File: src/shared/opaddr_pkg.sv
package opaddr_pkg;
	// Addressing mode of the request
	typedef enum logic [2:0] {
		MODE_IMPLIED = 3'h0,
		MODE_DIRECT = 3'h1,
		MODE_INDIRECT = 3'h2,
		MODE_INDEXED = 3'h3,
		MODE_EXTENDED = 3'h4,
		MODE_IMMEDIATE = 3'h5,
		MODE_RELATIVE = 3'h6,
		MODE_IO = 3'h7
	} mode_t;
	// Four ways of building the I/O address
	typedef enum logic [1:0] {
		IO_OPERAND_ACC = 2'h0,
		IO_FIRST_PAIR = 2'h1,
		IO_OPERAND_ZERO = 2'h2,
		IO_LOW_ZERO = 2'h3
	} io_form_t;
	// Which 16-bit field table applies (ww, xx, yy, zz)
	typedef enum logic [1:0] {
		KIND_WW = 2'h0,
		KIND_XX = 2'h1,
		KIND_YY = 2'h2,
		KIND_ZZ = 2'h3
	} pair_kind_t;
	// Register direct operand shape
	typedef enum logic [1:0] {
		DIRECT_BYTE = 2'h0,
		DIRECT_PAIR = 2'h1,
		DIRECT_HIGH = 2'h2,
		DIRECT_LOW = 2'h3
	} direct_sel_t;
	// Register chosen by the opcode itself
	typedef enum logic [2:0] {
		IMPL_ACC = 3'h0,
		IMPL_FIRST_INDEX = 3'h1,
		IMPL_SECOND_INDEX = 3'h2,
		IMPL_STACK = 3'h3,
		IMPL_FIRST_PAIR = 3'h4,
		IMPL_SECOND_PAIR = 3'h5,
		IMPL_POINTER_PAIR = 3'h6
	} implied_sel_t;
	// Register file write target
	typedef enum logic [2:0] {
		WR_FIRST_PAIR = 3'h0,
		WR_SECOND_PAIR = 3'h1,
		WR_POINTER_PAIR = 3'h2,
		WR_ACC_FLAGS = 3'h3,
		WR_FIRST_INDEX = 3'h4,
		WR_SECOND_INDEX = 3'h5,
		WR_STACK = 3'h6
	} wr_target_t;
	// 8-bit register field codes
	localparam logic [2:0] R8_FIRST_HIGH = 3'h0;
	localparam logic [2:0] R8_FIRST_LOW = 3'h1;
	localparam logic [2:0] R8_SECOND_HIGH = 3'h2;
	localparam logic [2:0] R8_SECOND_LOW = 3'h3;
	localparam logic [2:0] R8_POINTER_HIGH = 3'h4;
	localparam logic [2:0] R8_POINTER_LOW = 3'h5;
	localparam logic [2:0] R8_NONE = 3'h6;
	localparam logic [2:0] R8_ACC = 3'h7;
	// 16-bit register field codes
	localparam logic [1:0] P16_FIRST = 2'h0;
	localparam logic [1:0] P16_SECOND = 2'h1;
	localparam logic [1:0] P16_THIRD = 2'h2;
	localparam logic [1:0] P16_FOURTH = 2'h3;
	// Reset values and steps
	localparam logic [15:0] PC_RESET = 16'h0000;
	localparam logic [15:0] SP_RESET = 16'h0000;
	localparam logic [15:0] REG_RESET = 16'h0000;
	localparam logic [15:0] PC_STEP = 16'h0001;
	localparam logic [7:0] IO_HIGH_ZERO = 8'h00;
	localparam logic [7:0] BYTE_ZERO = 8'h00;
endpackage

File: src/shared/reg_select_if.sv
`timescale 1ns/100ps
interface reg_select_if;
	// Register file contents
	logic [15:0] first_pair, second_pair, pointer_pair, acc_flags_pair;
	logic [15:0] first_index_reg, second_index_reg, stack_pointer;
	// Field codes from the opcode
	logic [2:0] reg8_code;
	logic [1:0] pair_code;
	opaddr_pkg::pair_kind_t pair_kind;
	// Selected values
	logic [7:0] byte_val;
	logic byte_none;
	logic [15:0] pair_val;

	modport requester(output first_pair, second_pair, pointer_pair, acc_flags_pair, first_index_reg,
		second_index_reg, stack_pointer, reg8_code, pair_code, pair_kind, input byte_val, byte_none, pair_val);
	modport selector(input first_pair, second_pair, pointer_pair, acc_flags_pair, first_index_reg,
		second_index_reg, stack_pointer, reg8_code, pair_code, pair_kind, output byte_val, byte_none, pair_val);
endinterface

File: src/core/reg_select.sv
`timescale 1ns/100ps
module reg_select (
	reg_select_if.selector sel
);
	// Field decode, purely combinational
	always_comb begin
		sel.byte_none = 1'b0;
		unique case (sel.reg8_code)
			opaddr_pkg::R8_FIRST_HIGH: sel.byte_val = sel.first_pair[15:8];
			opaddr_pkg::R8_FIRST_LOW: sel.byte_val = sel.first_pair[7:0];
			opaddr_pkg::R8_SECOND_HIGH: sel.byte_val = sel.second_pair[15:8];
			opaddr_pkg::R8_SECOND_LOW: sel.byte_val = sel.second_pair[7:0];
			opaddr_pkg::R8_POINTER_HIGH: sel.byte_val = sel.pointer_pair[15:8];
			opaddr_pkg::R8_POINTER_LOW: sel.byte_val = sel.pointer_pair[7:0];
			opaddr_pkg::R8_NONE: begin
				// Code names no byte register
				sel.byte_val = opaddr_pkg::BYTE_ZERO;
				sel.byte_none = 1'b1;
			end
			opaddr_pkg::R8_ACC: sel.byte_val = sel.acc_flags_pair[15:8];
		endcase
		unique case (sel.pair_code)
			opaddr_pkg::P16_FIRST: sel.pair_val = sel.first_pair;
			opaddr_pkg::P16_SECOND: sel.pair_val = sel.second_pair;
			opaddr_pkg::P16_THIRD: begin
				// Third code depends on which table applies
				if (sel.pair_kind == opaddr_pkg::KIND_XX) begin
					sel.pair_val = sel.first_index_reg;
				end else if (sel.pair_kind == opaddr_pkg::KIND_YY) begin
					sel.pair_val = sel.second_index_reg;
				end else begin
					sel.pair_val = sel.pointer_pair;
				end
			end
			opaddr_pkg::P16_FOURTH: begin
				// Only the zz table reaches the accumulator pair
				if (sel.pair_kind == opaddr_pkg::KIND_ZZ) begin
					sel.pair_val = sel.acc_flags_pair;
				end else begin
					sel.pair_val = sel.stack_pointer;
				end
			end
		endcase
	end
endmodule

File: src/core/operand_addressing_decode.sv
`timescale 1ns/100ps
module operand_addressing_decode (
	input wire logic ref_clk_i,
	input wire logic reset_i,
	input wire logic req_valid_i,
	input wire opaddr_pkg::mode_t mode_i,
	input wire logic [2:0] reg8_field_i,
	input wire logic [1:0] pair_field_i,
	input wire opaddr_pkg::pair_kind_t pair_kind_i,
	input wire opaddr_pkg::direct_sel_t direct_sel_i,
	input wire opaddr_pkg::implied_sel_t implied_sel_i,
	input wire opaddr_pkg::io_form_t io_form_i,
	input wire logic second_index_i,
	input wire logic imm_wide_i,
	input wire logic [7:0] op_low_i,
	input wire logic [7:0] op_high_i,
	input wire logic branch_take_i,
	input wire logic fetch_i,
	input wire logic wr_en_i,
	input wire opaddr_pkg::wr_target_t wr_target_i,
	input wire logic [15:0] wr_data_i,
	output logic valid_o,
	output logic [15:0] addr_o,
	output logic [15:0] operand_o,
	output logic io_request_strobe_n_o,
	output logic decode_error_o,
	output logic [15:0] program_counter_o,
	output logic [15:0] stack_pointer_o
);
	// Register file state
	logic [15:0] first_pair, second_pair, pointer_pair, acc_flags_pair;
	logic [15:0] first_index_reg, second_index_reg, stack_pointer, program_counter;
	logic [15:0] next_first_pair, next_second_pair, next_pointer_pair, next_acc_flags_pair;
	logic [15:0] next_first_index_reg, next_second_index_reg, next_stack_pointer, next_program_counter;
	// Output stage state
	logic valid, io_strobe_n, decode_error;
	logic [15:0] addr, operand;
	logic next_valid, next_io_strobe_n, next_decode_error;
	logic [15:0] next_addr, next_operand;
	// Address arithmetic
	logic [15:0] disp_ext; // Sign-extended displacement
	logic [15:0] index_base; // Chosen index register
	logic [16:0] index_sum, rel_sum, pc_sum; // One spare bit, dropped on purpose
	logic [15:0] index_addr, rel_target, pc_plus;

	// Field decoder shares the register file
	reg_select_if rs ();
	reg_select u_reg_select (
		.sel(rs.selector)
	);
	assign rs.first_pair = first_pair;
	assign rs.second_pair = second_pair;
	assign rs.pointer_pair = pointer_pair;
	assign rs.acc_flags_pair = acc_flags_pair;
	assign rs.first_index_reg = first_index_reg;
	assign rs.second_index_reg = second_index_reg;
	assign rs.stack_pointer = stack_pointer;
	assign rs.reg8_code = reg8_field_i;
	assign rs.pair_code = pair_field_i;
	// indirect uses the general pair table
	assign rs.pair_kind = (mode_i == opaddr_pkg::MODE_INDIRECT) ? opaddr_pkg::KIND_WW : pair_kind_i;

	always_comb begin
		disp_ext = {{8{op_low_i[7]}}, op_low_i};
		index_base = second_index_i ? second_index_reg : first_index_reg;
		index_sum = {1'b0, index_base} + {1'b0, disp_ext};
		rel_sum = {1'b0, program_counter} + {1'b0, disp_ext};
		pc_sum = {1'b0, program_counter} + {1'b0, opaddr_pkg::PC_STEP};
		// Carry out is discarded, no overflow flag exists
		index_addr = index_sum[15:0];
		rel_target = rel_sum[15:0];
		pc_plus = pc_sum[15:0];
	end

	// Register file next values
	always_comb begin
		next_first_pair = first_pair;
		next_second_pair = second_pair;
		next_pointer_pair = pointer_pair;
		next_acc_flags_pair = acc_flags_pair;
		next_first_index_reg = first_index_reg;
		next_second_index_reg = second_index_reg;
		next_stack_pointer = stack_pointer;
		next_program_counter = program_counter;
		if (fetch_i) begin
			next_program_counter = pc_plus;
		end
		// taken branch wins over the step
		if (req_valid_i && mode_i == opaddr_pkg::MODE_RELATIVE && branch_take_i) begin
			next_program_counter = rel_target;
		end
		// Write port from the execution unit
		if (wr_en_i) begin
			unique case (wr_target_i)
				opaddr_pkg::WR_FIRST_PAIR: next_first_pair = wr_data_i;
				opaddr_pkg::WR_SECOND_PAIR: next_second_pair = wr_data_i;
				opaddr_pkg::WR_POINTER_PAIR: next_pointer_pair = wr_data_i;
				opaddr_pkg::WR_ACC_FLAGS: next_acc_flags_pair = wr_data_i;
				opaddr_pkg::WR_FIRST_INDEX: next_first_index_reg = wr_data_i;
				opaddr_pkg::WR_SECOND_INDEX: next_second_index_reg = wr_data_i;
				opaddr_pkg::WR_STACK: next_stack_pointer = wr_data_i;
				default: next_stack_pointer = stack_pointer; // Unused code writes nothing
			endcase
		end
	end

	// Register file flops
	always_ff @(posedge ref_clk_i) begin
		if (reset_i) begin
			first_pair <= opaddr_pkg::REG_RESET;
			second_pair <= opaddr_pkg::REG_RESET;
			pointer_pair <= opaddr_pkg::REG_RESET;
			acc_flags_pair <= opaddr_pkg::REG_RESET;
			first_index_reg <= opaddr_pkg::REG_RESET;
			second_index_reg <= opaddr_pkg::REG_RESET;
			stack_pointer <= opaddr_pkg::SP_RESET;
			program_counter <= opaddr_pkg::PC_RESET;
		end else begin
			first_pair <= next_first_pair;
			second_pair <= next_second_pair;
			pointer_pair <= next_pointer_pair;
			acc_flags_pair <= next_acc_flags_pair;
			first_index_reg <= next_first_index_reg;
			second_index_reg <= next_second_index_reg;
			stack_pointer <= next_stack_pointer;
			program_counter <= next_program_counter;
		end
	end

	// Output stage next values; address and operand hold between requests
	always_comb begin
		next_valid = req_valid_i;
		next_addr = addr;
		next_operand = operand;
		next_io_strobe_n = 1'b1;
		next_decode_error = 1'b0;
		if (req_valid_i) begin
			unique case (mode_i)
				opaddr_pkg::MODE_IMPLIED: begin
					unique case (implied_sel_i)
						opaddr_pkg::IMPL_ACC: next_operand = {opaddr_pkg::BYTE_ZERO, acc_flags_pair[15:8]};
						opaddr_pkg::IMPL_FIRST_INDEX: next_operand = first_index_reg;
						opaddr_pkg::IMPL_SECOND_INDEX: next_operand = second_index_reg;
						opaddr_pkg::IMPL_STACK: next_operand = stack_pointer;
						opaddr_pkg::IMPL_FIRST_PAIR: next_operand = first_pair;
						opaddr_pkg::IMPL_SECOND_PAIR: next_operand = second_pair;
						opaddr_pkg::IMPL_POINTER_PAIR: next_operand = pointer_pair;
						default: next_decode_error = 1'b1; // Spare code flagged
					endcase
				end
				opaddr_pkg::MODE_DIRECT: begin
					unique case (direct_sel_i)
						opaddr_pkg::DIRECT_BYTE: begin
							next_operand = {opaddr_pkg::BYTE_ZERO, rs.byte_val};
							next_decode_error = rs.byte_none;
						end
						opaddr_pkg::DIRECT_PAIR: next_operand = rs.pair_val;
						opaddr_pkg::DIRECT_HIGH: next_operand = {opaddr_pkg::BYTE_ZERO, rs.pair_val[15:8]};
						opaddr_pkg::DIRECT_LOW: next_operand = {opaddr_pkg::BYTE_ZERO, rs.pair_val[7:0]};
					endcase
				end
				opaddr_pkg::MODE_INDIRECT: begin
					// pair holds the address; stack code is refused
					next_addr = rs.pair_val;
					next_decode_error = (pair_field_i == opaddr_pkg::P16_FOURTH);
				end
				opaddr_pkg::MODE_INDEXED: next_addr = index_addr;
				opaddr_pkg::MODE_EXTENDED: next_addr = {op_high_i, op_low_i};
				opaddr_pkg::MODE_IMMEDIATE: begin
					next_operand = imm_wide_i ? {op_high_i, op_low_i} : {opaddr_pkg::BYTE_ZERO, op_low_i};
				end
				opaddr_pkg::MODE_RELATIVE: next_addr = rel_target;
				opaddr_pkg::MODE_IO: begin
					next_io_strobe_n = 1'b0;
					unique case (io_form_i)
						opaddr_pkg::IO_OPERAND_ACC: next_addr = {acc_flags_pair[15:8], op_low_i};
						// first pair halves swapped onto the bus
						opaddr_pkg::IO_FIRST_PAIR: next_addr = {first_pair[7:0], first_pair[15:8]};
						opaddr_pkg::IO_OPERAND_ZERO: next_addr = {opaddr_pkg::IO_HIGH_ZERO, op_low_i};
						opaddr_pkg::IO_LOW_ZERO: next_addr = {opaddr_pkg::IO_HIGH_ZERO, first_pair[7:0]};
					endcase
				end
			endcase
		end
	end

	// Output stage flops
	always_ff @(posedge ref_clk_i) begin
		if (reset_i) begin
			valid <= 1'b0;
			addr <= opaddr_pkg::REG_RESET;
			operand <= opaddr_pkg::REG_RESET;
			io_strobe_n <= 1'b1;
			decode_error <= 1'b0;
		end else begin
			valid <= next_valid;
			addr <= next_addr;
			operand <= next_operand;
			io_strobe_n <= next_io_strobe_n;
			decode_error <= next_decode_error;
		end
	end

	// Ports straight from flops
	assign valid_o = valid;
	assign addr_o = addr;
	assign operand_o = operand;
	assign io_request_strobe_n_o = io_strobe_n;
	assign decode_error_o = decode_error;
	assign program_counter_o = program_counter;
	assign stack_pointer_o = stack_pointer;
endmodule

File: config.mk
export PLATFORM = sky130hd
export DESIGN_NAME = operand_addressing_decode
export DESIGN_NICKNAME = d
export VERILOG_FILES = /design/src/shared/opaddr_pkg.sv /design/src/shared/reg_select_if.sv /design/src/core/reg_select.sv /design/src/core/operand_addressing_decode.sv
export SDC_FILE = /design/constraint.sdc
export NUM_CORES = 1
export LEC_CHECK = 0
export BUFFER_PORTS_ARGS = -buffer_cell sky130_fd_sc_hd__buf_2
export CORE_MARGIN = 1
export CORE_UTILIZATION = 50
export CTS_BUF_LIST = sky130_fd_sc_hd__clkbuf_4 sky130_fd_sc_hd__clkbuf_8
export DETAILED_ROUTE_END_ITERATION = 6
export PLACE_DENSITY_LB_ADDON = 0.08
export RECOVER_POWER = 25
export SYNTH_ARGS = -nofsm -noshare
export SYNTH_HDL_FRONTEND = slang
export SYNTH_SLANG_ARGS = --single-unit
export TNS_END_PERCENT = 20
File: constraint.sdc
create_clock -name ref_clk_i -period 3.1 [get_ports ref_clk_i]
set_clock_uncertainty 0.05 [all_clocks]
set_input_delay 0.31 -clock ref_clk_i [delete_from_list [all_inputs] [get_ports ref_clk_i]]
set_output_delay 0.31 -clock ref_clk_i [all_outputs]
set_load 0.01 [all_outputs]
Word-level counts from Yosys, hierarchy flattened. Index checks and enable logic that the tools add are counted.

Muxes and demuxes: 20. Bitwise logic cells: 1. Reduce and logical (&&, ||, !) cells: 23. Equal/unequal tests: 39. $add $sub $neg: 3.

Operators by type and width (number): $pmux W16 S4 (3); $mux W16 (7); $pmux W16 S7 (1); $pmux W16 S5 (1); $pmux W8 S8 (1); $pmux W16 S3 (1); $eq A3 B3 Y1 const B (14); $add A16 B16 Y16 (2); $eq A3 B2 Y1 const B (8); $add A16 B1 Y16 const B (1); $eq A2 B2 Y1 const B (8); $reduce_and A2 Y1 (8); $eq A3 B1 Y1 const B (4); $logic_not A3 Y1 (4); $eq A2 B1 Y1 const B (4); $ne A8 B8 Y1 const B (1); $reduce_or A7 Y1 (1); $logic_not A2 Y1 (3); $reduce_bool A5 Y1 (1); $mux W1 (4); $pmux W1 S3 (1); $reduce_and A3 Y1 (1); $reduce_bool A3 Y1 (1); $logic_and A1 B1 Y1 (2); other kinds (4) (4).

Register bits after elaboration: 163. Input port bits: 60. Output and inout port bits: 67. Logic and storage cells: 99.

Depth between registers and ports, before layout. Gate-level depths: netlist of run 1.

Depth after elaboration: 8. Gate-level depth with buffers: 13. Gate-level depth less buffers: 11.

Hierarchy. A second synthesis of run 1 with hierarchy kept.

Cells, all modules: 1539. Area total of the unflattened synthesis: 11247.0 um^2.

Modules (own cells, without submodules): operand_addressing_decode (seq. area each 3263.1 um^2, area an instance 9572.9 um^2, instances 1, cells each 1265); reg_select (seq. area each 0.0 um^2, area an instance 1674.1 um^2, instances 1, cells each 274).

Least setup slack after synthesis of run 1. OpenSTA, ideal clock, no wires.

Path type: in2reg. From: input second_index_i. To: register addr[12] (netlist: addr_o[12]). Required time: 2991 ps. Setup slack: -224 ps. Cell stages on the path: 13. Path buffers: 2. Library setup time: 59 ps. Arrival: 3215 ps. Cells stage by stage: clkbuf_1 > buf_1 > mux2_2 > ha_1 > inv_1 > fa_1 > nor2b_1 > o2111ai_1 > a21boi_0 > nor4_1 > or4b_2 > a21oi_1 > o31a_1.

Word-level cells in the longest chain between the ends: 3.

RTL lines: from (decl) (line operand_addressing_decode.sv:13) `input wire logic second_index_i,`; $mux W16 (line operand_addressing_decode.sv:65) `index_base = second_index_i ? second_index_reg : first_index_reg;`; $add A16 B16 Y16 (line operand_addressing_decode.sv:66) `index_sum = {1'b0, index_base} + {1'b0, disp_ext};`; $pmux W16 S5 (line operand_addressing_decode.sv:138) `unique case (mode_i)`; to (signal assigned) (line operand_addressing_decode.sv:191) `addr <= opaddr_pkg::REG_RESET;`; to (signal assigned) (line operand_addressing_decode.sv:197) `addr <= next_addr;`; to (decl) (line operand_addressing_decode.sv:37) `logic [15:0] addr, operand;`.

Every way passes these cells. A chain may end at the register's enable or synchronous reset.

Worst setup path in the final report of run 1.
From: register second_index_reg[0] (netlist: rs.second_index_reg[0]). To: register addr[12] (netlist: addr_o[12]).

Word-level cells in the longest chain between the ends: 3.

RTL lines: from (decl) (line operand_addressing_decode.sv:32) `logic [15:0] first_index_reg, second_index_reg, stack_pointer, program_counter;`; from (signal assigned) (line operand_addressing_decode.sv:115) `second_index_reg <= opaddr_pkg::REG_RESET;`; from (signal assigned) (line operand_addressing_decode.sv:124) `second_index_reg <= next_second_index_reg;`; $mux W16 (line operand_addressing_decode.sv:65); $add A16 B16 Y16 (line operand_addressing_decode.sv:66); $pmux W16 S5 (line operand_addressing_decode.sv:138).

Every way passes these cells.

==> impl_metrics.env, run 1 <==
export IMPL_drt_pass1_iterations=5
export IMPL_end_kind="flip-flop"
export IMPL_place_gp_congestion=1.09
export IMPL_max_cap_violations=0
export IMPL_drive_above_1_share_pct=16.8
export IMPL_crit_path_max_incr_delay_ns=0.62
export IMPL_synth_cells=1541
export IMPL_placed_area_um2=12600
export IMPL_grt_antenna_before_repair=0
export IMPL_synth_top_family_by_area="compound AO/OA/AOI/OAI gates"
export IMPL_fin_crit_sh_pct=94.8
export IMPL_yosys_warnings=0
export IMPL_grt_max_degree=80
export IMPL_peakVddDrop_mv=0.285
export IMPL_power_density_nw_per_um2=385
export IMPL_setup_violations_final=0
export IMPL_io_pins=127
export IMPL_grt_pass1_wl_um=79600
export IMPL_synth_compound_area_share_pct=27.1
export IMPL_vias_per_cell=6.77
export IMPL_path_delay_family="simple AND/OR/NAND/NOR gates"
export IMPL_synthAdderAreaFrac_pct=3.74
export IMPL_fillers=2180
export IMPL_ys_seq_area_share_pct=28.5
export IMPL_synth_cell_types=79
export IMPL_path_buf_inv=1
export IMPL_synth_top_area_share_pct=28.5
export IMPL_relSlewSlack_pct=39.5
export IMPL_start_util_pct=50.7
export IMPL_core_area_um2=22600
export IMPL_r2r_end="addr_o[12]$_SDFFE_PP0P_"
export IMPL_r2r_setup_slack_ns=0.16
export IMPL_synth_xor_area_share_pct=2.68
export IMPL_fmax_mhz=340
export IMPL_grt_pass1_vias=12127
export IMPL_route_detailed_drc=0
export IMPL_critical_path_class="reg -> reg"
export IMPL_ant_nets=0
export IMPL_cp_cell_sequence="mux2_2 > ha_1 > inv_1 > fa_1 > nor2b_1 > o2111ai_1 > a21boi_0 > nor4_1 > or4b_2 > a21oi_1 > o31a_1"
export IMPL_critical_path_max_fanout=4
export IMPL_ys_flop_type="dfxtp_1"
export IMPL_syn_to_final_growth_pct=13.4
export IMPL_clk_path_buf_depth=2
export IMPL_hold_end="first_index_reg[15]$_SDFFE_PP0P_"
export IMPL_min_from="wr_data_i[15]"
export IMPL_cts_tree="yes"
export IMPL_htreeDepth=4
export IMPL_worst_hold_slack_ns=0.0834
export IMPL_cp_data_arrival_time_ns=3.33
export IMPL_diodes=0
export IMPL_drt_total_wl_um=54300
export IMPL_ys_ff_latch=163
export IMPL_die_area_um2=23500
export IMPL_ctsRootBufferMaster="clkbuf_8"
export IMPL_yosysTopAreaCell="dfxtp_1"
export IMPL_wire_per_inst_um=27.8
export IMPL_synth_edf_count=0
export IMPL_reg2reg_from="rs.second_index_reg[0]$_SDFFE_PP0P_"
export IMPL_stdcell_area_um2=13000
export IMPL_crit_path_start_kind="flip-flop"
export IMPL_std_cell_rows=55
export IMPL_path_clk_slew_ns=0.12
export IMPL_synth_area_mux_share_pct=9.67
export IMPL_synth_area_leaders="dfxtp_1 28%, nand2_1 10%, a21oi_1 7.8%"
export IMPL_fin_setup_tns_ns=0
export IMPL_power_w=0.00501
export IMPL_grt_overflow_total=0
export IMPL_drt_initial_drc_count=1685
export IMPL_yosys_area_share_simple_pct=24.0
export IMPL_dp_cells=1924
export IMPL_critical_path_slowest_cell="or4b_2"
export IMPL_die_x_um=153
export IMPL_synthesis_nets=1634
export IMPL_clock_sinks=163
export IMPL_avgSynthCellArea_um2=7.43
export IMPL_reg2regPathDepth=11
export IMPL_min_path_type="in -> reg"
export IMPL_p_leak_nw=5.14
export IMPL_place_hpwl_um=41400
export IMPL_finalNonFillerCells=1956
export IMPL_clk_latency_ns=0.49
export IMPL_hold_path_depth=3
export IMPL_rsz0062_at_grt="no"
export IMPL_required_ns=3.49
export IMPL_synthArstFlopShare_pct=0
export IMPL_netlist_area_um2=11400
export IMPL_die_h_um=153
export IMPL_worst_slew_pin_slew_ns=0.883
export IMPL_cts_buffers_inserted=17
export IMPL_period_needed_ns=2.94
export IMPL_drv_slew=0
export IMPL_fin_nets=1751
export IMPL_cts_repair_resized=0
export IMPL_status="finished clean"
export IMPL_grtUsageTotal_pct=46.1
export IMPL_ctsHoldBuffers=0
export IMPL_finalHoldViolCount=0
export IMPL_vias=13235
export IMPL_numPortBuffers=126
export IMPL_cts_setup_buffers=0
[worst reg2reg max path: stages (launching register included)]
cell and delay, ns:
dfxtp_1 0.38, mux2_2 0.19, ha_1 0.19, inv_1 0.07, fa_1 0.43, nor2b_1 0.17, o2111ai_1 0.14, a21boi_0 0.26
nor4_1 0.10, or4b_2 0.62, a21oi_1 0.17, o31a_1 0.14
[cell usage in the layout, fill, tap and decap left out, types with 8 or more instances in the layout]
master and count:
a211oi_1 36, a21o_1 11, a21oi_1 179, a221o_1 8, a221oi_1 33, a22oi_1 22, a31oi_1 11, and2_1 8
and3_1 13, buf_2 120, buf_4 74, clkbuf_8 17, dfxtp_1 163, ha_1 31, inv_1 15, mux2_2 33
mux2i_1 72, nand2_1 316, nand2b_1 16, nand3_1 34, nand4_1 14, nor2_1 108, nor2b_1 28, nor3_1 27
o211ai_1 8, o21ai_0 63, o221ai_1 12, o31ai_1 8, or3_1 11, xnor2_1 18, xor2_1 17
[per-stage QoR]
stage,utilization [%],setup WS [ns]
global placement,55.8,0.105
finish,57.5,0.162
CTS,57.6,0.188
global route,57.5,0.0161
floorplan,-,0.0536
detailed placement,55.8,0.0571
[power breakdown]
part	total, W	switching [W]	internal [W]	leakage, nW
sequential	0.00225	0.0000936	0.00216	1.32
combinational	0.00110	0.000722	0.000373	3.62
clock	0.00166	0.00104	0.000620	0.203
[synth_stat cells, drive strengths merged, types with 5 or more instances]
library cell,instances
a2111oi,8
a211oi,36
a21o,11
a21oi,179
a221o,8
a221oi,34
a22o,7
a22oi,22
a31oi,11
and2,9
and3,15
and4,5
buf,38
clkbuf,66
dfxtp,163
ha,31
inv,15
mux2,34
mux2i,72
nand2,318
nand2b,16
nand3,34
nand3b,7
nand4,14
nor2,108
nor2b,28
nor3,27
nor4,5
o211ai,8
o21a,7
o21ai,70
o221ai,12
o31ai,8
o32ai,5
or2,6
or3,11
xnor2,18
xor2,17
[cell type report]
type | count | area [um2] | area share (%)
Clock buffer | 18 | 241 | 1.86
Clock inverter | 14 | 155 | 1.19
Inverter | 16 | 60.1 | 0.462
Multi-Input combinational cell | 1258 | 7690 | 59.2
Sequential cell | 163 | 3260 | 25.1
Tap cell | 285 | 357 | 2.75
Timing Repair Buffer | 202 | 1220 | 9.38
[kinds of logic after synthesis]
| kind of cell | count (synthesis) |
|---|---|
| DFF | 163 |
| muxes | 106 |
| buffers and inverters | 120 |
| adders and majority gates | 33 |
| and+or+nand+nor | 611 |
| xor gates and xnor gates | 35 |
| AOI/OAI and AO/OA | 473 |
[routing by layer]
| layer | vias to the layer above | part of all wire (%) | track usage (%) |
|---|---|---|---|
| met1 | 6190 | 39 | 58.1 |
| li1 | 5868 | - | - |
| met4 | 0 | 7.5 | 30.3 |
| met3 | 235 | 11 | 10.2 |
| met5 | - | 0 | 0 |
| met2 | 942 | 43 | 70.6 |
[how the worst max path moves through the flow]
stage	start	endpoint	slack, ns	cells after the start
after floorplan	second_index_i	addr_o[12]$_SDFFE_PP0P_	0.05	13
final	rs.second_index_reg[0]$_SDFFE_PP0P_	addr_o[12]$_SDFFE_PP0P_	0.16	11
after global placement	second_index_i	addr_o[12]$_SDFFE_PP0P_	0.11	12
after global routing	rs.second_index_reg[0]$_SDFFE_PP0P_	addr_o[12]$_SDFFE_PP0P_	0.02	11
after CTS	rs.second_index_reg[0]$_SDFFE_PP0P_	addr_o[12]$_SDFFE_PP0P_	0.19	11
after detailed placement	second_index_i	addr_o[12]$_SDFFE_PP0P_	0.06	12
(Power assumes the default switching activity.)
==> inputs of run 2 (changes only) <==
Settings changed: SYNTH_HIERARCHICAL set to 1.
==> run 2 against run 1 <==
The flow now finishes with violations (design-rule violations, max-capacitance violations, max-slew violations). Total power decreased by 1.7%. Die area down 1.7%. Routed wire length is 17% lower. Register-to-register slack got worse by 0.07 ns. Largest power group unchanged. Synthesized cell count is 0.13% lower. Critical endpoint is now addr_o[10]$_SDFFE_PP0P_. Worst hold slack lost 0.015 ns. Cell area shrank 1.9%. Combinational power decreased by 7%. Largest cell class unchanged.
==> impl_metrics.env, run 2 <==
export IMPL_die_x_um=152
export IMPL_finalHoldViolCount=0
export IMPL_path_common_cell="nor2_1"
export IMPL_critical_path_class="reg -> reg"
export IMPL_fmax_mhz=332
export IMPL_cp_data_arrival_time_ns=3.34
export IMPL_io_pins=127
export IMPL_syn_to_final_growth_pct=13.3
export IMPL_path_delay_family="compound AO/OA/AOI/OAI gates"
export IMPL_start_util_pct=51.2
export IMPL_reg2reg_from="program_counter_o[0]$_SDFFE_PP0P_"
export IMPL_core_area_um2=22000
export IMPL_synthArstFlopShare_pct=0
export IMPL_drive_above_1_share_pct=15.3
export IMPL_numPortBuffers=126
export IMPL_required_ns=3.43
export IMPL_worst_slew_pin_slew_ns=1.85
export IMPL_avgSynthCellArea_um2=7.31
export IMPL_synth_edf_count=0
export IMPL_status="finished, violations left"
export IMPL_cts_setup_buffers=0
export IMPL_utilization_pct=58.0
export IMPL_critical_path_max_fanout=3
export IMPL_period_needed_ns=3.01
export IMPL_crit_path_start_kind="flip-flop"
export IMPL_placed_area_um2=12400
export IMPL_startpoint="program_counter_o[0]$_SDFFE_PP0P_"
export IMPL_vias=12398
export IMPL_vias_per_cell=6.37
export IMPL_synthesis_nets=1632
export IMPL_cts_buffers_inserted=17
export IMPL_synth_cell_types=69
export IMPL_die_area_um2=23100
export IMPL_fin_crit_sh_pct=97.1
export IMPL_grt_pass1_wl_um=68200
export IMPL_cp_cell_sequence="ha_1 > fa_2 > a211o_1 > a2111oi_4 > nor2_1 > nor2_1 > o21ai_1 > xnor2_1 > or3_1 > a311oi_1"
export IMPL_synth_top_area_share_pct=29.0
export IMPL_fin_nets=1746
export IMPL_die_h_um=152
export IMPL_grt_pass1_vias=11104
export IMPL_drt_initial_drc_count=1455
export IMPL_power_density_nw_per_um2=386
export IMPL_drt_pass1_iterations=7
export IMPL_yosys_warnings=6
export IMPL_relSlewSlack_pct=-23.5
export IMPL_wire_per_inst_um=23.1
export IMPL_ys_seq_area_share_pct=29.0
export IMPL_ant_nets=0
export IMPL_yosys_top_cells_count="303 x nand2_1, 199 x a21oi_1, 163 x dfxtp_1"
export IMPL_diodes=0
export IMPL_clk_latency_ns=0.49
export IMPL_cts_tree="yes"
export IMPL_yosysTopAreaCell="dfxtp_1"
export IMPL_grt_max_degree=61
export IMPL_ys_flop_type="dfxtp_1"
export IMPL_worst_hold_slack_ns=0.0686
export IMPL_clock_sinks=163
export IMPL_setup_violations_final=0
export IMPL_final_common_cell="nand2_1"
export IMPL_place_hpwl_um=33600
export IMPL_path_buf_inv=0
export IMPL_grt_antenna_before_repair=0
export IMPL_synth_area_leaders="dfxtp_1 29%, nand2_1 10%, a21oi_1 8.9%"
export IMPL_htreeDepth=4
export IMPL_crit_path_max_incr_delay_ns=0.47
export IMPL_end_kind="flip-flop"
export IMPL_std_cell_rows=54
export IMPL_dp_cells=1914
export IMPL_grtUsageTotal_pct=38.3
export IMPL_drv_slew=39
export IMPL_place_gp_congestion=0.989
export IMPL_critical_path_slowest_cell="a2111oi_4"
export IMPL_ctsRootBufferMaster="clkbuf_8"
export IMPL_p_leak_nw=4.89
export IMPL_synth_most_common_cell="nand2_1"
export IMPL_min_from="wr_data_i[6]"
export IMPL_max_cap_violations=1
export IMPL_path_clk_slew_ns=0.12
export IMPL_final_cell_mix="303 x nand2_1, 199 x a21oi_1, 162 x dfxtp_1, 142 x nor2_1, 98 x buf_2"
export IMPL_ys_ff_latch=163
export IMPL_netlist_area_um2=11200
export IMPL_drt_total_wl_um=45000
export IMPL_ctsHoldBuffers=0
export IMPL_min_path_type="in -> reg"
export IMPL_rsz0062_at_grt="yes"
export IMPL_synth_cells=1539
export IMPL_finalNonFillerCells=1946
export IMPL_route_detailed_drc=23
export IMPL_clk_path_buf_depth=2
export IMPL_grt_overflow_total=0
export IMPL_peakVddDrop_mv=0.239
export IMPL_violations="design-rule violations, max-capacitance violations, max-slew violations"
export IMPL_stdcell_area_um2=12700
-- run 2: cell types whose count changed in the layout (fill, tap and decap cells not counted), sizes merged, moves of 19 or more --
cell    change
nor2       +35
buf        -27
o22ai      +24
clkbuf     +23
a21oi      +21
inv        +19
-- run 2: routing by layer --
metal,GRT usage [%],share of wire [%]
met2,58.6,43
met3,6.02,9.6
met1,53.8,43
met4,15.2,3.6
met5,0,0
-- run 2: final cells by class --
cell class | count | area [um2]
clock inverters | 15 | 180
inverters | 35 | 131
well taps | 280 | 350
clock buffers | 17 | 234
fillers | 2187 | 9220
flip-flops and latches | 163 | 3260
repair buffers | 199 | 1150
multi-input cells | 1237 | 7430
-- run 2: cells by family (layout without fill, tap and decap cells) --
kind of cell | count (synthesis) | in the layout | synth area share (%)
buffers and inverters | 139 | 266 | 5.22
AOI/OAI and AO/OA | 477 | 477 | 27.2
muxes | 107 | 107 | 9.81
xor gates and xnor gates | 38 | 38 | 2.96
adders and majority gates | 33 | 33 | 3.80
DFF | 163 | 163 | 29.0
and+or+nand+nor | 582 | 582 | 22.0
-- run 2: stage by stage --
| step | setup slack, ns | TNS, ns | total power (W) |
|---|---|---|---|
| 6_report | 0.0898 | 0 | 0.00492 |
| 5_1_grt | -0.00510 | -0.00510 | 0.00508 |
| 4_1_cts | 0.0906 | 0 | 0.00490 |
| 3_5_place_dp | -0.0137 | -0.0137 | 0.00326 |
| 3_3_place_gp | 0.0137 | 0 | 0.00326 |
| 2_1_floorplan | 0.0936 | 0 | 0.00288 |
-- run 2: worst paths after layout --
path / end / slack, ns / cells past startpoint
max: addr_o[10]$_SDFFE_PP0P_ / 0.09 / 10
min: pointer_pair[6]$_SDFFE_PP0P_ / 0.07 / 3
max reg2reg: addr_o[10]$_SDFFE_PP0P_ / 0.09 / 10
min reg2reg: addr_o[9]$_SDFFE_PP0P_ / 0.43 / 2
-- run 2: what timing repair did --
item,4_1_cts,5_1_grt
endpoints found under the setup margin,0,1
hold endpoints to repair,0,0
gates resized for setup,0,3
-- run 2: worst min-delay path, delay by kind of cell --
family | cells | cell delay, ns
buffers and inverters | 1 | 0.15
AOI/OAI and AO/OA | 1 | 0.05
and+or+nand+nor | 1 | 0.07
-- run 2: where the power goes --
| group | total [W] | internal, W | leakage (nW) | switching, W |
|---|---|---|---|---|
| clock | 0.00167 | 0.000622 | 0.205 | 0.00105 |
| sequential | 0.00223 | 0.00216 | 1.32 | 0.0000770 |
| combinational | 0.00102 | 0.000368 | 3.36 | 0.000649 |
| total | 0.00492 | 0.00315 | 4.89 | 0.00177 |
==> inputs of run 3 (changes only) <==
Settings changed: ABC_AREA set to 1.
==> run 3 against run 2 <==
The flow finishes with violations (design-rule violations, max-capacitance violations). Flip-flop and latch count unchanged. Cell count increased by 20%. Clock-buffer cell count is the same. Sequential share of layout area is 0.15 points lower. Critical path type unchanged. Register-to-register slack improved by 0.21 ns. Worst setup slack better by 0.21 ns. Area after synthesis is 4.1% higher. Largest cell class unchanged. Utilization down 1.8 points. Total power grew 4.9%. Maximum frequency up 7.6%. Worst hold slack got worse by 0.025 ns.
==> impl_metrics.env, run 3 <==
export IMPL_vias_per_cell=6.24
export IMPL_peakVddDrop_mv=0.291
export IMPL_finalNonFillerCells=2337
export IMPL_route_detailed_drc=4
export IMPL_vias=14591
export IMPL_yosys_top_cells_count="437 x nand2_1, 249 x inv_1, 214 x nor2_1"
export IMPL_cts_buffers_inserted=17
export IMPL_synth_top_area_share_pct=27.9
export IMPL_fillers=2430
export IMPL_final_common_cell="nand2_1"
export IMPL_status="finished, violations left"
export IMPL_grt_antenna_before_repair=1
export IMPL_cp_data_arrival_time_ns=3.17
export IMPL_ant_nets=0
export IMPL_synth_area_leaders="dfxtp_1 28%, nand2_1 14%, o21ai_0 8.0%"
export IMPL_synth_cell_types=50
export IMPL_ctsRootBufferMaster="clkbuf_8"
export IMPL_ys_seq_area_share_pct=27.9
export IMPL_min_path_type="in -> reg"
export IMPL_syn_to_final_growth_pct=9.44
export IMPL_yosys_warnings=6
export IMPL_drt_initial_drc_count=2541
export IMPL_cts_tree="yes"
export IMPL_drv_slew=0
export IMPL_avgSynthCellArea_um2=6.07
export IMPL_clk_path_buf_depth=2
export IMPL_drt_pass1_iterations=7
export IMPL_finalHoldViolCount=0
export IMPL_p_leak_nw=5.75
export IMPL_grt_max_degree=115
export IMPL_end_kind="flip-flop"
export IMPL_ys_flop_type="dfxtp_1"
export IMPL_period_needed_ns=2.80
export IMPL_cts_setup_buffers=0
export IMPL_grt_pass1_vias=13126
export IMPL_start_util_pct=51.4
export IMPL_place_ws_ns=0.193
export IMPL_synth_cells=1929
export IMPL_max_cap_violations=1
export IMPL_critical_path_class="reg -> reg"
export IMPL_synthArstFlopShare_pct=0
export IMPL_path_clk_slew_ns=0.12
export IMPL_netlist_area_um2=11700
export IMPL_critical_path_slowest_cell="xor2_1"
export IMPL_place_gp_congestion=1.13
export IMPL_die_x_um=155
export IMPL_io_pins=127
export IMPL_ys_ff_latch=163
export IMPL_relSlewSlack_pct=0.601
export IMPL_fin_crit_sh_pct=90.2
export IMPL_core_area_um2=22800
export IMPL_final_cell_mix="437 x nand2_1, 249 x inv_1, 214 x nor2_1, 188 x o21ai_0, 173 x a21oi_1"
export IMPL_place_hpwl_um=43700
export IMPL_htreeDepth=4
export IMPL_critical_path_max_fanout=6
export IMPL_fin_ws_ns=0.303
export IMPL_drive_above_1_share_pct=8.80
export IMPL_dp_cells=2303
export IMPL_drt_total_wl_um=58500
export IMPL_fin_setup_tns_ns=0
export IMPL_wire_per_inst_um=25.0
export IMPL_violations="design-rule violations, max-capacitance violations"
export IMPL_power_density_nw_per_um2=403
export IMPL_clk_latency_ns=0.50
export IMPL_fin_nets=2102
export IMPL_std_cell_rows=55
export IMPL_rsz0062_at_grt="no"
export IMPL_yosysTopAreaCell="dfxtp_1"
export IMPL_crit_path_max_incr_delay_ns=0.71
export IMPL_fmax_mhz=357
export IMPL_cts_repair_resized=0
export IMPL_numPortBuffers=126
export IMPL_worst_slew_pin_slew_ns=1.49
export IMPL_crit_path_start_kind="flip-flop"
export IMPL_grtUsageTotal_pct=48.7
export IMPL_required_ns=3.48
export IMPL_die_h_um=155
export IMPL_grt_overflow_total=0
export IMPL_clock_sinks=163
export IMPL_setup_violations_final=0
export IMPL_ctsHoldBuffers=0
export IMPL_synthesis_nets=2022
export IMPL_die_area_um2=24000
export IMPL_grt_pass1_wl_um=84900
export IMPL_path_common_cell="nand2_1"
export IMPL_synth_most_common_cell="nand2_1"
export IMPL_synth_edf_count=0
export IMPL_power_w=0.00516
export IMPL_cp_cell_sequence="ha_1 > fa_1 > nand3_1 > nand2_1 > nand2_1 > nand2_1 > xor2_1 > nand2_1 > nand4_1 > nand2_1 > a21oi_1"
[run 3: cell count changes after synthesis, sizes merged, moves of 19 or more]
cell    delta
mux2i     -81
a21oi     -27
inv      +226
o21ai    +140
nand4     +37
xnor2     -21
mux2      -26
a211oi    -45
nand3b    +19
nor2      +77
clkbuf    -31
nand3    +117
nand2    +140
[run 3: cell families after synthesis]
| group | share of synthesized area [%] |
|---|---|
| simple gates | 33.8 |
| xor+xnor | 0.748 |
| compound gates | 21.2 |
| flops | 27.9 |
| buf+inv | 12.7 |
| fa+ha+maj | 3.66 |
[run 3: worst paths after layout]
kind	depth (start not counted)	slack [ns]	to	startpoint
max	11	0.30	addr_o[6]$_SDFFE_PP0P_	program_counter_o[0]$_SDFFE_PP0P_
min	3	0.04	operand_o[11]$_SDFFE_PP0P_	op_high_i[3]
max reg2reg	11	0.30	addr_o[6]$_SDFFE_PP0P_	program_counter_o[0]$_SDFFE_PP0P_
min reg2reg	2	0.43	addr_o[4]$_SDFFE_PP0P_	addr_o[4]$_SDFFE_PP0P_
[run 3: per-layer routing]
metal | up-vias | GRT usage [%] | wire length, um
met5 | - | 0 | 0
met1 | 6544 | 57.5 | 20900
met2 | 1183 | 75.0 | 24800
li1 | 6520 | - | -
met3 | 344 | 13.0 | 7260
met4 | 0 | 38.4 | 5550
[run 3: critical path: cells and delay by family, from the launching register on]
kind | cells | cell delay [ns]
and+or+nand+nor | 7 | 0.79
xor gates and xnor gates | 1 | 0.71
adders and majority gates | 2 | 0.65
DFF | 1 | 0.39
AOI/OAI and AO/OA | 1 | 0.12
[run 3: power by group]
part / switching (W) / internal (W) / leakage (nW)
combinational: 0.000822 / 0.000309 / 4.21
sequential: 0.000122 / 0.00218 / 1.33
clock: 0.00104 / 0.000686 / 0.211
[run 3: area by class of cell]
class	instances	area, um2	share of cell area [%]
diodes	2	5.00	0.0391
clock buffers	17	234	1.83
clock inverters	15	184	1.44
inverters	272	1030	8.04
multi-input cells	1406	6950	54.3
flip-flops and latches	163	3260	25.5
well taps	313	392	3.06
repair buffers	149	751	5.86
[run 3: through the flow]
| stage | hold WS (ns) | instance area (um2) | util [%] |
|---|---|---|---|
| 2_1_floorplan | 0.374 | 11700 | - |
| 3_3_place_gp | 0.405 | 12500 | 54.7 |
| 3_5_place_dp | 0.403 | 12500 | 54.7 |
| 4_1_cts | 0.0406 | 12900 | 56.5 |
| 5_1_grt | 0.0693 | 12800 | 56.2 |
| 6_report | 0.0432 | 12800 | 56.2 |
